### config.mk
export PLATFORM = sky130hd
export DESIGN_NAME = crap_interp
export DESIGN_NICKNAME = d
export VERILOG_FILES = /design/src/crap_interp.v /design/src/crap_ps_map.v
export VERILOG_INCLUDE_DIRS = /design/src
export SDC_FILE = /design/constraint.sdc
export NUM_CORES = 1
export LEC_CHECK = 0
export BUFFER_PORTS_ARGS = -buffer_cell sky130_fd_sc_hd__buf_2
export CORE_ASPECT_RATIO = 2
export CORE_MARGIN = 5
export CORE_UTILIZATION = 30
export CTS_BUF_LIST = sky130_fd_sc_hd__clkbuf_2 sky130_fd_sc_hd__clkbuf_4 sky130_fd_sc_hd__clkbuf_8
export DETAILED_ROUTE_END_ITERATION = 8
export GPL_TIMING_DRIVEN = 0
export PLACE_DENSITY_LB_ADDON = 0.05
export SYNTH_ARGS = -nofsm -noshare
export SYNTH_HDL_FRONTEND = slang
export SYNTH_HIERARCHICAL = 1
export SYNTH_SLANG_ARGS = --single-unit
### constraint.sdc
create_clock -name mclk -period 13.4 [get_ports mclk]
set_clock_uncertainty 0.2 [all_clocks]
set_input_delay 2.01 -clock mclk [delete_from_list [all_inputs] [get_ports mclk]]
set_output_delay 2.01 -clock mclk [all_outputs]
set_load 0.05 [all_outputs]
### src/crap_regs.vh
`ifndef CRAP_REGS_VH
`define CRAP_REGS_VH

// ============================================================
// Control tokens
`define CRAP_TOK_WRITE 8'hC0
`define CRAP_TOK_READ 8'hC1
`define CRAP_TOK_END 8'h01
`define CRAP_TOK_ACK 8'h03
`define CRAP_TOK_NACK 8'h04

// ============================================================
// Field widths in bytes
`define CRAP_ADDR_BYTES 3'h3
`define CRAP_REG_BYTES 3'h2
`define CRAP_DATA_BYTES 3'h4

// ============================================================
// Reply suppression and status resource identifier
`define CRAP_NOREPLY_LOW 8'hFF
`define CRAP_PS_SHIFT 8
`define CRAP_PS_TYPE 32'h0000000B

// ============================================================
// Register bank size and reset value
`define CRAP_NUM_REGS 16
`define CRAP_REG_IDX_BITS 4
`define CRAP_REG_RESET 32'h00000000

`endif
### src/crap_interp.v
`timescale 1ns/1ps
`default_nettype none
`include "crap_regs.vh"

// Functional notes
// Each request carries a 24-bit reply address of node and channel.
// A write whose reply address ends in 0xFF is done with no reply.
// Multi-byte fields travel most significant byte first both ways.
// Status resource identifier is register number shifted 8 OR 0x0B.
// Status registers move one word per access by local instructions.
// Requesters aim at the tile id with this bank's fixed low code.
// A write is token 192, address, register, data, token 1.
// Write reply is token 3 then 1 on success, 4 then 1 on failure.
// A read is token 193, address, register, token 1.
// Read reply is 3, data, 1 on success, or 4 then 1 on failure.
// Write success is sent only after the register holds new data.
module crap_interp (
    input wire mclk,
    input wire reset,
    input wire rx_valid,
    input wire rx_ctrl,
    input wire [7:0] rx_data,
    output reg rx_ready,
    output reg tx_valid,
    output reg tx_ctrl,
    output reg [7:0] tx_data,
    input wire tx_ready,
    output reg [23:0] reply_addr,
    input wire ps_req,
    input wire ps_write,
    input wire [15:0] ps_num,
    input wire [31:0] ps_wdata,
    output reg [31:0] ps_rdata,
    output reg [31:0] ps_resid,
    output reg ps_done
);
    // ========================================================
    // States
    localparam [7:0] S_IDLE = 8'h01;
    localparam [7:0] S_ADDR = 8'h02;
    localparam [7:0] S_REG = 8'h04;
    localparam [7:0] S_DATA = 8'h08;
    localparam [7:0] S_END = 8'h10;
    localparam [7:0] S_EXEC = 8'h20;
    localparam [7:0] S_REPLY = 8'h40;
    localparam [7:0] S_DRAIN = 8'h80;

    reg [7:0] state_reg;
    reg [2:0] cnt_reg;
    reg is_write_reg;
    reg ok_reg;
    reg [15:0] regnum_reg;
    reg [31:0] data_reg;
    reg [2:0] rcnt_reg;
    reg [31:0] bank [0:`CRAP_NUM_REGS-1];
    wire [31:0] resid;
    integer i;

    // In range when the upper register bits are zero
    function reg_hit;
        input [15:0] n;
        begin
            reg_hit = (n[15:`CRAP_REG_IDX_BITS] == 12'h000);
        end
    endfunction

    // Byte for reply sequence position
    function [8:0] reply_byte;
        input ok;
        input wr;
        input [2:0] pos;
        input [31:0] d;
        begin
            if (!ok) begin
                reply_byte = (pos == 3'h0) ? {1'b1, `CRAP_TOK_NACK}
                    : {1'b1, `CRAP_TOK_END};
            end else if (pos == 3'h0) begin
                reply_byte = {1'b1, `CRAP_TOK_ACK};
            end else if (wr || pos == 3'h5) begin
                reply_byte = {1'b1, `CRAP_TOK_END};
            end else begin
                reply_byte = {1'b0, d[8'h27 - {pos, 3'h0} -: 8]};
            end
        end
    endfunction

    function [2:0] reply_last;
        input ok;
        input wr;
        begin
            reply_last = (!ok || wr) ? 3'h1 : 3'h5;
        end
    endfunction

    crap_ps_map u_map (
        .ps_regnum(ps_num),
        .ps_resid(resid)
    );

    wire rx_take = rx_valid && rx_ready;
    wire [8:0] rb = reply_byte(ok_reg, is_write_reg, rcnt_reg, data_reg);
    // Bank index from the low register number bits
    wire [`CRAP_REG_IDX_BITS-1:0] reg_idx = regnum_reg[`CRAP_REG_IDX_BITS-1:0];

    // ========================================================
    // Request parse and reply engine
    always @(posedge mclk) begin
        if (reset) begin
            state_reg <= S_IDLE;
            cnt_reg <= 3'h0;
            rcnt_reg <= 3'h0;
            is_write_reg <= 1'b0;
            ok_reg <= 1'b0;
            regnum_reg <= 16'h0000;
            data_reg <= `CRAP_REG_RESET;
            reply_addr <= 24'h000000;
            rx_ready <= 1'b0;
            tx_valid <= 1'b0;
            tx_ctrl <= 1'b0;
            tx_data <= 8'h00;
            for (i = 0; i < `CRAP_NUM_REGS; i = i + 1) begin
                bank[i] <= `CRAP_REG_RESET;
            end
        end else begin
            rx_ready <= (state_reg != S_EXEC) && (state_reg != S_REPLY);
            case (state_reg)
                S_IDLE: begin
                    if (rx_take && rx_ctrl) begin
                        cnt_reg <= 3'h0;
                        ok_reg <= 1'b1;
                        if (rx_data == `CRAP_TOK_WRITE) begin
                            is_write_reg <= 1'b1;
                            state_reg <= S_ADDR;
                        end else if (rx_data == `CRAP_TOK_READ) begin
                            is_write_reg <= 1'b0;
                            state_reg <= S_ADDR;
                        end else if (rx_data != `CRAP_TOK_END) begin
                            state_reg <= S_DRAIN;
                        end
                    end
                end
                S_ADDR: begin
                    if (rx_take) begin
                        // Reply address, top byte first
                        reply_addr <= {reply_addr[15:0], rx_data};
                        if (rx_ctrl) begin
                            ok_reg <= 1'b0;
                        end
                        cnt_reg <= cnt_reg + 3'h1;
                        if (cnt_reg == `CRAP_ADDR_BYTES - 3'h1) begin
                            cnt_reg <= 3'h0;
                            state_reg <= S_REG;
                        end
                    end
                end
                S_REG: begin
                    if (rx_take) begin
                        regnum_reg <= {regnum_reg[7:0], rx_data};
                        if (rx_ctrl) begin
                            ok_reg <= 1'b0;
                        end
                        cnt_reg <= cnt_reg + 3'h1;
                        if (cnt_reg == `CRAP_REG_BYTES - 3'h1) begin
                            cnt_reg <= 3'h0;
                            state_reg <= is_write_reg ? S_DATA : S_END;
                        end
                    end
                end
                S_DATA: begin
                    if (rx_take) begin
                        data_reg <= {data_reg[23:0], rx_data};
                        if (rx_ctrl) begin
                            ok_reg <= 1'b0;
                        end
                        cnt_reg <= cnt_reg + 3'h1;
                        if (cnt_reg == `CRAP_DATA_BYTES - 3'h1) begin
                            state_reg <= S_END;
                        end
                    end
                end
                S_END: begin
                    if (rx_take) begin
                        // Close the request port before the execute cycle
                        rx_ready <= 1'b0;
                        if (!(rx_ctrl && rx_data == `CRAP_TOK_END)) begin
                            ok_reg <= 1'b0;
                        end
                        if (!reg_hit(regnum_reg)) begin
                            ok_reg <= 1'b0;
                        end
                        state_reg <= (rx_ctrl && rx_data == `CRAP_TOK_END)
                            ? S_EXEC : S_DRAIN;
                    end
                end
                S_EXEC: begin
                    // Register updated before the reply is started
                    if (ok_reg && is_write_reg) begin
                        bank[reg_idx] <= data_reg;
                    end else if (ok_reg) begin
                        data_reg <= bank[reg_idx];
                    end
                    rcnt_reg <= 3'h0;
                    if (is_write_reg
                        && reply_addr[7:0] == `CRAP_NOREPLY_LOW) begin
                        state_reg <= S_IDLE;
                    end else begin
                        state_reg <= S_REPLY;
                    end
                end
                S_REPLY: begin
                    // Emit one reply item per accepted handshake
                    if (!tx_valid || tx_ready) begin
                        if (tx_valid
                            && rcnt_reg == reply_last(ok_reg, is_write_reg)
                            + 3'h1) begin
                            tx_valid <= 1'b0;
                            state_reg <= S_IDLE;
                        end else begin
                            tx_valid <= 1'b1;
                            tx_ctrl <= rb[8];
                            tx_data <= rb[7:0];
                            rcnt_reg <= rcnt_reg + 3'h1;
                        end
                    end
                end
                S_DRAIN: begin
                    // Discard a malformed message up to its terminator
                    if (rx_take && rx_ctrl && rx_data == `CRAP_TOK_END) begin
                        state_reg <= S_IDLE;
                    end
                end
                default: begin
                    state_reg <= S_IDLE;
                end
            endcase
        end
    end

    // ========================================================
    // Local status register access, one word per request
    always @(posedge mclk) begin
        if (reset) begin
            ps_rdata <= 32'h00000000;
            ps_resid <= 32'h00000000;
            ps_done <= 1'b0;
        end else begin
            ps_done <= ps_req;
            if (ps_req) begin
                ps_resid <= resid;
                ps_rdata <= ps_write ? ps_wdata : 32'h00000000;
            end
        end
    end
endmodule // crap_interp
`default_nettype wire

### src/crap_ps_map.v
`timescale 1ns/1ps
`default_nettype none
`include "crap_regs.vh"

// ============================================================
// Status register number to resource identifier
module crap_ps_map (
    input wire [15:0] ps_regnum,
    output wire [31:0] ps_resid
);
    // Shift number up one byte and tag with the status type
    assign ps_resid = ({16'h0000, ps_regnum} << `CRAP_PS_SHIFT)
        | `CRAP_PS_TYPE;
endmodule // crap_ps_map
`default_nettype wire

==> flow_summary.toml, run 1 <==
[power]
p_comb_frac = 0.059
power-per-cell-area_mw_per_mm2 = 124
clockPowerShare = 0.402
p_leak_uw = 0.0125
p_sw_frac = 0.243
ir_drop_mv = 0.0673
finalPower_uw = 4390
internal_power_uw = 3320
p_seq_frac = 0.540
p_sw_uw = 1070

[placement]
place.gp.congestion = 0.860
dp_hpwl_um = 87900
numPlacedInstances = 3902
numPortBuffers = 145

[status]
violations = "max-capacitance violations"
status = "finished with violations"

[setup_path]
rr_worst_depth = 9
cp.arrival_ps = 4770
crit_required_ps = 13710
end_kind = "flop"
start_kind = "input port"
worst-setup-path-type = "in2reg"
r2r_slack_ps = 9170
rr_endpoint = "data_reg[28]"
crit_path_max_fanout = 17

[floorplan]
row_count = 165
pin_count = 163
die_w_um = 236
core_area_mm2 = 0.101
die-area_mm2 = 0.109
die_h_um = 462
initial_core_util = 0.303

[synthesis]
yosys.area.top_type_share = 0.502
netlist_area_mm2 = 0.0306
ys_async_sr_fraction = 0
synth-seq-cells = 680
syn_avg_cell_area_um2 = 12.8
yosysTopAreaCell = "edfxtp_1"
synthDistinctLibCells = 68
ys_seq_area_frac = 0.612
synth_flop_cell = "edfxtp_1"
yosysWarnings = 6
synth-edff-count = 512
syn_inst = 2394
synth_area_leaders = "edfxtp_1 (50%), dfxtp_1 (11%), and2_1 (11%)"

[cells_and_area]
stdcell_count = 4084
mostFrequentLayoutCells = "and2_1 (515), edfxtp_1 (512), mux2i_1 (178), buf_2 (175), dfxtp_1 (168)"
largest_reg_flops = 512
final_common_cell = "and2_1"
top_register = "bank"
utilization = 0.351
area_growth_pct = 15.9
nNetsFinal = 2742
drive_above_1_share = 0.197

[clock_network]
cts_buffers = 102
clk_pin_slew_ps = 60
cts_tree = "done"
clk_latency_ps = 790
cts_sinks = 680
cts_resized = 0
clockBufferDepth = 3
post_cts_buffers = 0
htree_levels = 3
postCtsHoldBufs = 0
cts_root_buffer = "clkbuf_8"

[global_route]
grt_start_max_net_pins = 33
first_global_vias = 21900
grt_pass1_wl_um = 167000
track_usage = 0.215
antenna_found_initial = 3
overflow = 0

[sta]
post-route-min-period_ps = 4460
fin_crit_sh = 0.333
max_clock_freq_mhz = 224
slew_headroom = 0.000242
drv_slew = 0
final_hold_viol_count = 0
rsz0062_at_grt = "no"
holdWs_ps = 257
fin_setup_tns_ps = 0
setup_viol = 0
tightest_slew_ps = 1500

[route]
drt_iter0_drc = 1377
routedWlPerCell_um = 29.0
drc = 0
antenna_left = 0
dr.pass1.iters = 5
viasPerCell = 5.03
wl_um = 119000
routed-via-count = 20500

[min_path]
hold_end = "tx_data[4]"
min_path_type = "reg2reg"
hold_start = "tx_data[4]"
whs_path_depth = 2

[job]
drv_cap = 1
-- critical path, cell delays in order --
cell and delay (ps):
clkbuf_1 180, inv_1 120, clkbuf_1 560, clkbuf_1 1010
o21ai_4 510, buf_12 330
-- layer usage --
layer	wire length (µm)	vias up	global-route usage
li1	-	9167	-
met1	42000	10400	0.225
met2	64400	727	0.411
met3	5720	236	0.0386
met4	6520	2	0.103
met5	13	-	0
-- cell families (layout without fill, tap and decap cells) --
kind of cell	Yosys count	after routing	synth area share
AO/OA/AOI/OAI	301	301	0.0662
buffers and inverters	248	587	0.0375
AND/OR/NAND/NOR	900	900	0.168
multiplexers	250	250	0.111
flip-flops	680	680	0.612
adder cells (fa/ha/maj)	9	9	0.00368
other	2	17	0.000245
XOR/XNOR	4	4	0.00114
-- cell usage after synthesis, types with 39 or more instances --
master and count:
dfxtp_1 168, mux2i_1 178, mux4_2 72, a21oi_1 96
edfxtp_1 512, o211ai_1 46, clkbuf_1 119, nand2_1 100
nor2_1 145, and2_1 515, clkbuf_2 39, a221oi_1 55
-- power by group through the flow --
stage / Clock [µW] / Combinational, µW / Sequential [µW]
floorplan: 0 / 130 / 2450
global placement: 0 / 250 / 2420
detailed placement: 0 / 262 / 2420
CTS: 1820 / 262 / 2370
global route: 1900 / 276 / 2380
finish: 1760 / 258 / 2370
-- worst max-delay path by stage --
stage / startpoint / endpoint / slack [ps]
floorplan: reset / bank[10][0] / 7700
global placement: reset / bank[10][24] / 4480
detailed placement: reset / bank[4][27] / 8200
CTS: flop / data_reg[23] / 9060
global route: state_reg[1] / bank[4][27] / 8930
finish: reset / bank[10][22] / 8940
-- through the flow --
stage / setup WS [ps] / instance area (µm²)
floorplan: 7700 / 30700
global placement: 4480 / 33100
detailed placement: 8200 / 33500
CTS: 9060 / 35500
global route: 8930 / 35500
finish: 8940 / 35500
-- final cells by class --
type | count | area, µm²
Fill cell | 10100 | 65700
Sequential cell | 680 | 18700
Multi-Input combinational cell | 1480 | 10900
Clock buffer | 155 | 1900
Tap cell | 1336 | 1670
Buffer | 233 | 1100
Timing Repair Buffer | 158 | 981
Clock inverter | 26 | 118
Inverter | 15 | 56.3
Antenna cell | 1 | 2.50
Note: power is estimated with default switching activity, not from simulation.
==> run 2, diff against run 1 <==
--- a/config.mk
+++ b/config.mk
@@ -6,6 +6,7 @@
 export SDC_FILE = /design/constraint.sdc
 export NUM_CORES = 1
 export LEC_CHECK = 0
+export ABC_AREA = 1
 export BUFFER_PORTS_ARGS = -buffer_cell sky130_fd_sc_hd__buf_2
 export CORE_ASPECT_RATIO = 2
 export CORE_MARGIN = 5
==> constraint.sdc (replaced) <==
create_clock -name mclk -period 4.6 [get_ports mclk]
set_clock_uncertainty 0.2 [all_clocks]
set_input_delay 0.69 -clock mclk [delete_from_list [all_inputs] [get_ports mclk]]
set_output_delay 0.69 -clock mclk [all_outputs]
set_load 0.05 [all_outputs]
==> flow_summary.toml, run 2 <==
[status]
status = "finished clean"

[global_route]
antenna_found_initial = 3
track_usage = 0.234
grt_pass1_wl_um = 184000
first_global_vias = 26000
overflow = 0
grt_start_max_net_pins = 33

[route]
drt_iter0_drc = 1431
drc = 0
wl_um = 129000
routedWlPerCell_um = 24.8
dr.pass1.iters = 5
viasPerCell = 4.82
routed-via-count = 25100
antenna_left = 0

[placement]
numPortBuffers = 145
pre_cts_slack_ps = 682
place.gp.congestion = 0.848
dp_hpwl_um = 97400

[setup_path]
cp.arrival_ps = 4080
crit_buf_inv = 1
crit_path_max_fanout = 32
crit_chain = "nor2_1 > nand2_2 > nor2_8 > nand4_4 > nor2_1 > nand2_1 > clkbuf_1 > nand2_2"
setup.worst_path.start = "state_reg[3]"
worstSetupEndpoint = "bank[11][10]"
r2r_slack_ps = 710
path_delay_family = "simple AND/OR/NAND/NOR gates"
crit_required_ps = 4790
cp_slowest_cell = "nand2_2"
worst-setup-path-type = "reg2reg"
rr_endpoint = "bank[11][10]"
start_kind = "flop"
cp_slowest_stage_delay_ps = 750
end_kind = "flop"
rr_worst_depth = 8
cp.depth = 8
r2r-start = "state_reg[3]"

[synthesis]
synth_flop_cell = "edfxtp_1"
ys_seq_area_frac = 0.614
synth.area.mux_share = 0
synth_compound_area_frac = 0.0658
yosysWarnings = 6
syn_avg_cell_area_um2 = 8.80
synth_area_leaders = "edfxtp_1 (50%), dfxtp_1 (11%), nor2_1 (11%)"
synthSimpleGateAreaFrac = 0.253
synthXorXnorAreaFrac = 0
ys_async_sr_fraction = 0
yosysTopAreaCell = "edfxtp_1"
yosysMostFrequentCell = "nor2_1"
yosys.area.top_type_share = 0.504
netlist_area_mm2 = 0.0305
synth-edff-count = 512
synthAdderAreaFrac = 0.00369
synth_common_cells = "nor2_1 (860), nand2_1 (721), edfxtp_1 (512), nand3_1 (318), o21ai_0 (216)"
synth-seq-cells = 680
synthDistinctLibCells = 32
synth_top_family_by_area = "simple AND/OR/NAND/NOR gates"
syn_inst = 3468

[cells_and_area]
top_register = "bank"
mostFrequentLayoutCells = "nor2_1 (860), nand2_1 (705), edfxtp_1 (512), nand3_1 (318), o21ai_0 (216)"
largest_reg_flops = 512
area_growth_pct = 17.5
nNetsFinal = 3870
final_common_cell = "nor2_1"
drive_above_1_share = 0.111

[sta]
slew_headroom = 0.140
max_clock_freq_mhz = 257
holdWs_ps = 134
rsz0062_at_grt = "no"
final_hold_viol_count = 0
tightest_slew_ps = 1290
fin_setup_tns_ps = 0
post-route-min-period_ps = 3890
fin_ws_ps = 710
fin_crit_sh = 0.846
setup_viol = 0
drv_slew = 0

[floorplan]
die_h_um = 461
die-area_mm2 = 0.109
die_w_um = 236
initial_core_util = 0.302
core_area_mm2 = 0.101
pin_count = 163
row_count = 165

[clock_network]
clk_latency_ps = 800
cts_buffers = 104
clockBufferDepth = 3
cts_sinks = 680
htree_levels = 3
clk_pin_slew_ps = 70
cts_root_buffer = "clkbuf_8"
cts_tree = "done"
post_cts_buffers = 0

[power]
ir_drop_mv = 0.247
p_leak_uw = 0.0137
power-per-cell-area_mw_per_mm2 = 389

[min_path]
min_path_type = "in2reg"

[job]
drv_cap = 0
-- run 2: cell types whose count changed in the layout (fill, tap and decap cells not counted), sizes merged, moves of 178 or more --
cell,delta
nand3,+295
and2,-515
nor2,+712
o21ai,+180
nand2,+625
mux2i,-178
-- run 2: worst min-delay path by stage --
| stage | start | to | slack [ps] | depth (start not counted) |
|---|---|---|---|---|
| final | tx_ready | tx_valid | 130 | 6 |
| after global routing | rx_data[0] | reply_addr[0] | 100 | 3 |
| after CTS | tx_ready | tx_valid | 60 | 6 |
| after floorplan | cnt_reg[2] | cnt_reg[2] | 250 | 2 |
| after detailed placement | ps_rdata[18] | ps_rdata[18] | 260 | 2 |
| after global placement | ps_rdata[1] | ps_rdata[1] | 250 | 2 |
-- run 2: what timing repair did --
action,CTS,global route
hold buffers,50,0
hold endpoints to repair,48,0
gates resized for setup,0,0
-- run 2: metrics by stage --
step                 util  instance area [µm²]  instances  total power [µW]
finish              0.355                35900       5218             14000
global route        0.355                35900       5218             14500
CTS                 0.355                35900       5217             14100
detailed placement  0.329                33300       4978              8830
global placement    0.326                33000       4963              8800
floorplan               -                30600       3482              8080
-- run 2: cell type report --
class,count,area [µm²]
clock buffers,158,1890
flip-flops and latches,680,18700
inverters,198,743
diodes,1,2.50
repair buffers,210,1530
multi-input cells,2328,9940
fillers,10900,65300
well taps,1336,1670
clock inverters,31,161
plain buffers,276,1200
-- run 2: cells by family (layout without fill, tap and decap cells) --
kind of cell    after synthesis  in the layout
compound gates              379            379
fa+ha+maj                     9              9
buf+inv                     474            873
flops                       680            680
other cells                   2             17
simple gates               1924           1924
-- run 2: power breakdown --
part / internal [µW] / total, µW / switching [µW] / leakage, µW
clock network: 2620 / 5240 / 2610 / 0.00110
logic: 432 / 1780 / 1350 / 0.00600
registers: 6820 / 6930 / 105 / 0.00663
-- run 2: per-layer routing --
layer	routed length (µm)	GRT usage	up-vias
met5	7	0	-
met4	6580	0.109	2
met3	5010	0.0362	217
met2	73700	0.475	658
met1	44200	0.226	12300
li1	-	-	12000
-- run 2: worst register-to-register path: stages (launching register included) --
cell      delay [ps]
dfxtp_1          350
nor2_1           190
nand2_2          190
nor2_8           330
nand4_4          200
nor2_1           460
nand2_1          450
clkbuf_1         350
nand2_2          750
==> run 3, diff against run 2 <==
--- a/config.mk
+++ b/config.mk
@@ -6,7 +6,7 @@
 export SDC_FILE = /design/constraint.sdc
 export NUM_CORES = 1
 export LEC_CHECK = 0
-export ABC_AREA = 1
+export ABC_AREA = 0
 export BUFFER_PORTS_ARGS = -buffer_cell sky130_fd_sc_hd__buf_2
 export CORE_ASPECT_RATIO = 2
 export CORE_MARGIN = 5
==> constraint.sdc (replaced) <==
create_clock -name mclk -period 3.7 [get_ports mclk]
set_clock_uncertainty 0.2 [all_clocks]
set_input_delay 0.555 -clock mclk [delete_from_list [all_inputs] [get_ports mclk]]
set_output_delay 0.555 -clock mclk [all_outputs]
set_load 0.05 [all_outputs]
==> flow_summary.toml, run 3 (synthesized netlist as in run 1, its figures left out) <==
[status]
status = "finished clean"

[cells_and_area]
area_growth_pct = 18.5
top_register = "bank"
final_common_cell = "and2_1"
nNetsFinal = 2808
multi_input_area_mm2 = 0.0110
largest_reg_flops = 512
drive_above_1_share = 0.201
register_area_mm2 = 0.0187
mostFrequentLayoutCells = "and2_1 (515), edfxtp_1 (512), mux2i_1 (178), dfxtp_1 (168), buf_2 (167)"
fillers = 10100

[setup_path]
crit_chain = "buf_2 > nor4_4 > and4b_1 > buf_2 > clkbuf_1 > o211ai_1 > o211ai_1 > a21oi_1"
crit_required_ps = 4130
end_kind = "flop"
crit_path_max_fanout = 10
start_kind = "flop"
cp_slowest_cell = "clkbuf_1"
cp_slowest_stage_delay_ps = 980
worst-setup-path-type = "reg2reg"
cp.arrival_ps = 4080

[route]
wl_um = 119000
viasPerCell = 5.01
drc = 0
routed-via-count = 20800
antenna_left = 0
routedWlPerCell_um = 28.7
drt_iter0_drc = 1351
dr.pass1.iters = 5

[sta]
fin_crit_sh = 0.986
final_hold_viol_count = 0
slew_headroom = 0.0249
holdWs_ps = 172
setup_viol = 0
post-route-min-period_ps = 3650
rsz0062_at_grt = "yes"
tightest_slew_ps = 1460
max_clock_freq_mhz = 274
drv_slew = 0

[power]
finalPower_uw = 16100
ir_drop_mv = 0.284
p_leak_uw = 0.0128
power-per-cell-area_mw_per_mm2 = 443

[floorplan]
initial_core_util = 0.303
pin_count = 163
die_w_um = 236
die_h_um = 462
row_count = 165
core_area_mm2 = 0.101
die-area_mm2 = 0.109

[clock_network]
cts_tree = "done"
clockBufferDepth = 3
clk_pin_slew_ps = 70
htree_levels = 3
cts_buffers = 102
clk_latency_ps = 780
cts_sinks = 680
cts_root_buffer = "clkbuf_8"

[global_route]
grt_pass1_wl_um = 167000
antenna_found_initial = 1
first_global_vias = 22000
track_usage = 0.215
grt_start_max_net_pins = 33
overflow = 0

[placement]
numPortBuffers = 145
place.gp.congestion = 0.861
dp_hpwl_um = 87700

[min_path]
min_path_type = "in2reg"

[job]
drv_cap = 0
run 3: layout make-up:
cell class	count	area share
well taps	1336	0.0461
flip-flops and latches	680	0.516
clock inverters	27	0.00572
repair buffers	221	0.0450
plain buffers	233	0.0313
clock buffers	153	0.0510
inverters	15	0.00155
multi-input cells	1483	0.303
diodes	1	0.0000690
run 3: timing repair:
item,CTS,global route
gates cloned,2,1
pin swaps,0,3
buffers inserted,0,4
gates resized for setup,26,13
hold endpoints to repair,80,0
hold buffers,59,0
setup endpoints to repair,161,90
run 3: where the power goes:
group	switching [µW]	total (µW)	leakage (µW)	internal, µW
combinational	650	998	0.00545	347
clock	3100	6490	0.00110	3390
sequential	103	8590	0.00630	8490
total	3860	16100	0.0128	12200
run 3: worst paths after layout:
path                                     start              to  slack, ps  cells past startpoint
worst max-delay path              state_reg[1]    data_reg[23]         50                      8
worst min-delay path                  ps_write     ps_rdata[1]        170                      5
worst max register to register    state_reg[1]    data_reg[23]         50                      8
worst min register to register  reply_addr[23]  reply_addr[23]        260                      2
run 3: worst max-delay path: cells and delay by family, from the launching register on:
kind / cells / cell delay [ps]
buf+inv: 3 / 1360
flops: 1 / 290
compound gates: 3 / 910
simple gates: 2 / 720
run 3: routing by layer:
metal	up-vias	global-route usage	wire, µm
li1	9314	-	-
met5	-	0	0
met2	741	0.416	65700
met4	0	0.100	6180
met1	10500	0.222	41200
met3	209	0.0374	5820
run 3: through the flow:
| step | TNS (ps) | setup slack, ps | instances | utilization | cell area, µm² |
|---|---|---|---|---|---|
| global route | -16.8 | -13.0 | 4149 | 0.359 | 36300 |
| detailed placement | -58170 | -584 | 3902 | 0.331 | 33500 |
| CTS | 0 | 1.35 | 4143 | 0.358 | 36200 |
| global placement | -1348910 | -4340 | 3889 | 0.327 | 33100 |
| finish | 0 | 51.9 | 4149 | 0.359 | 36300 |
| floorplan | -219470 | -806 | 2408 | - | 30700 |
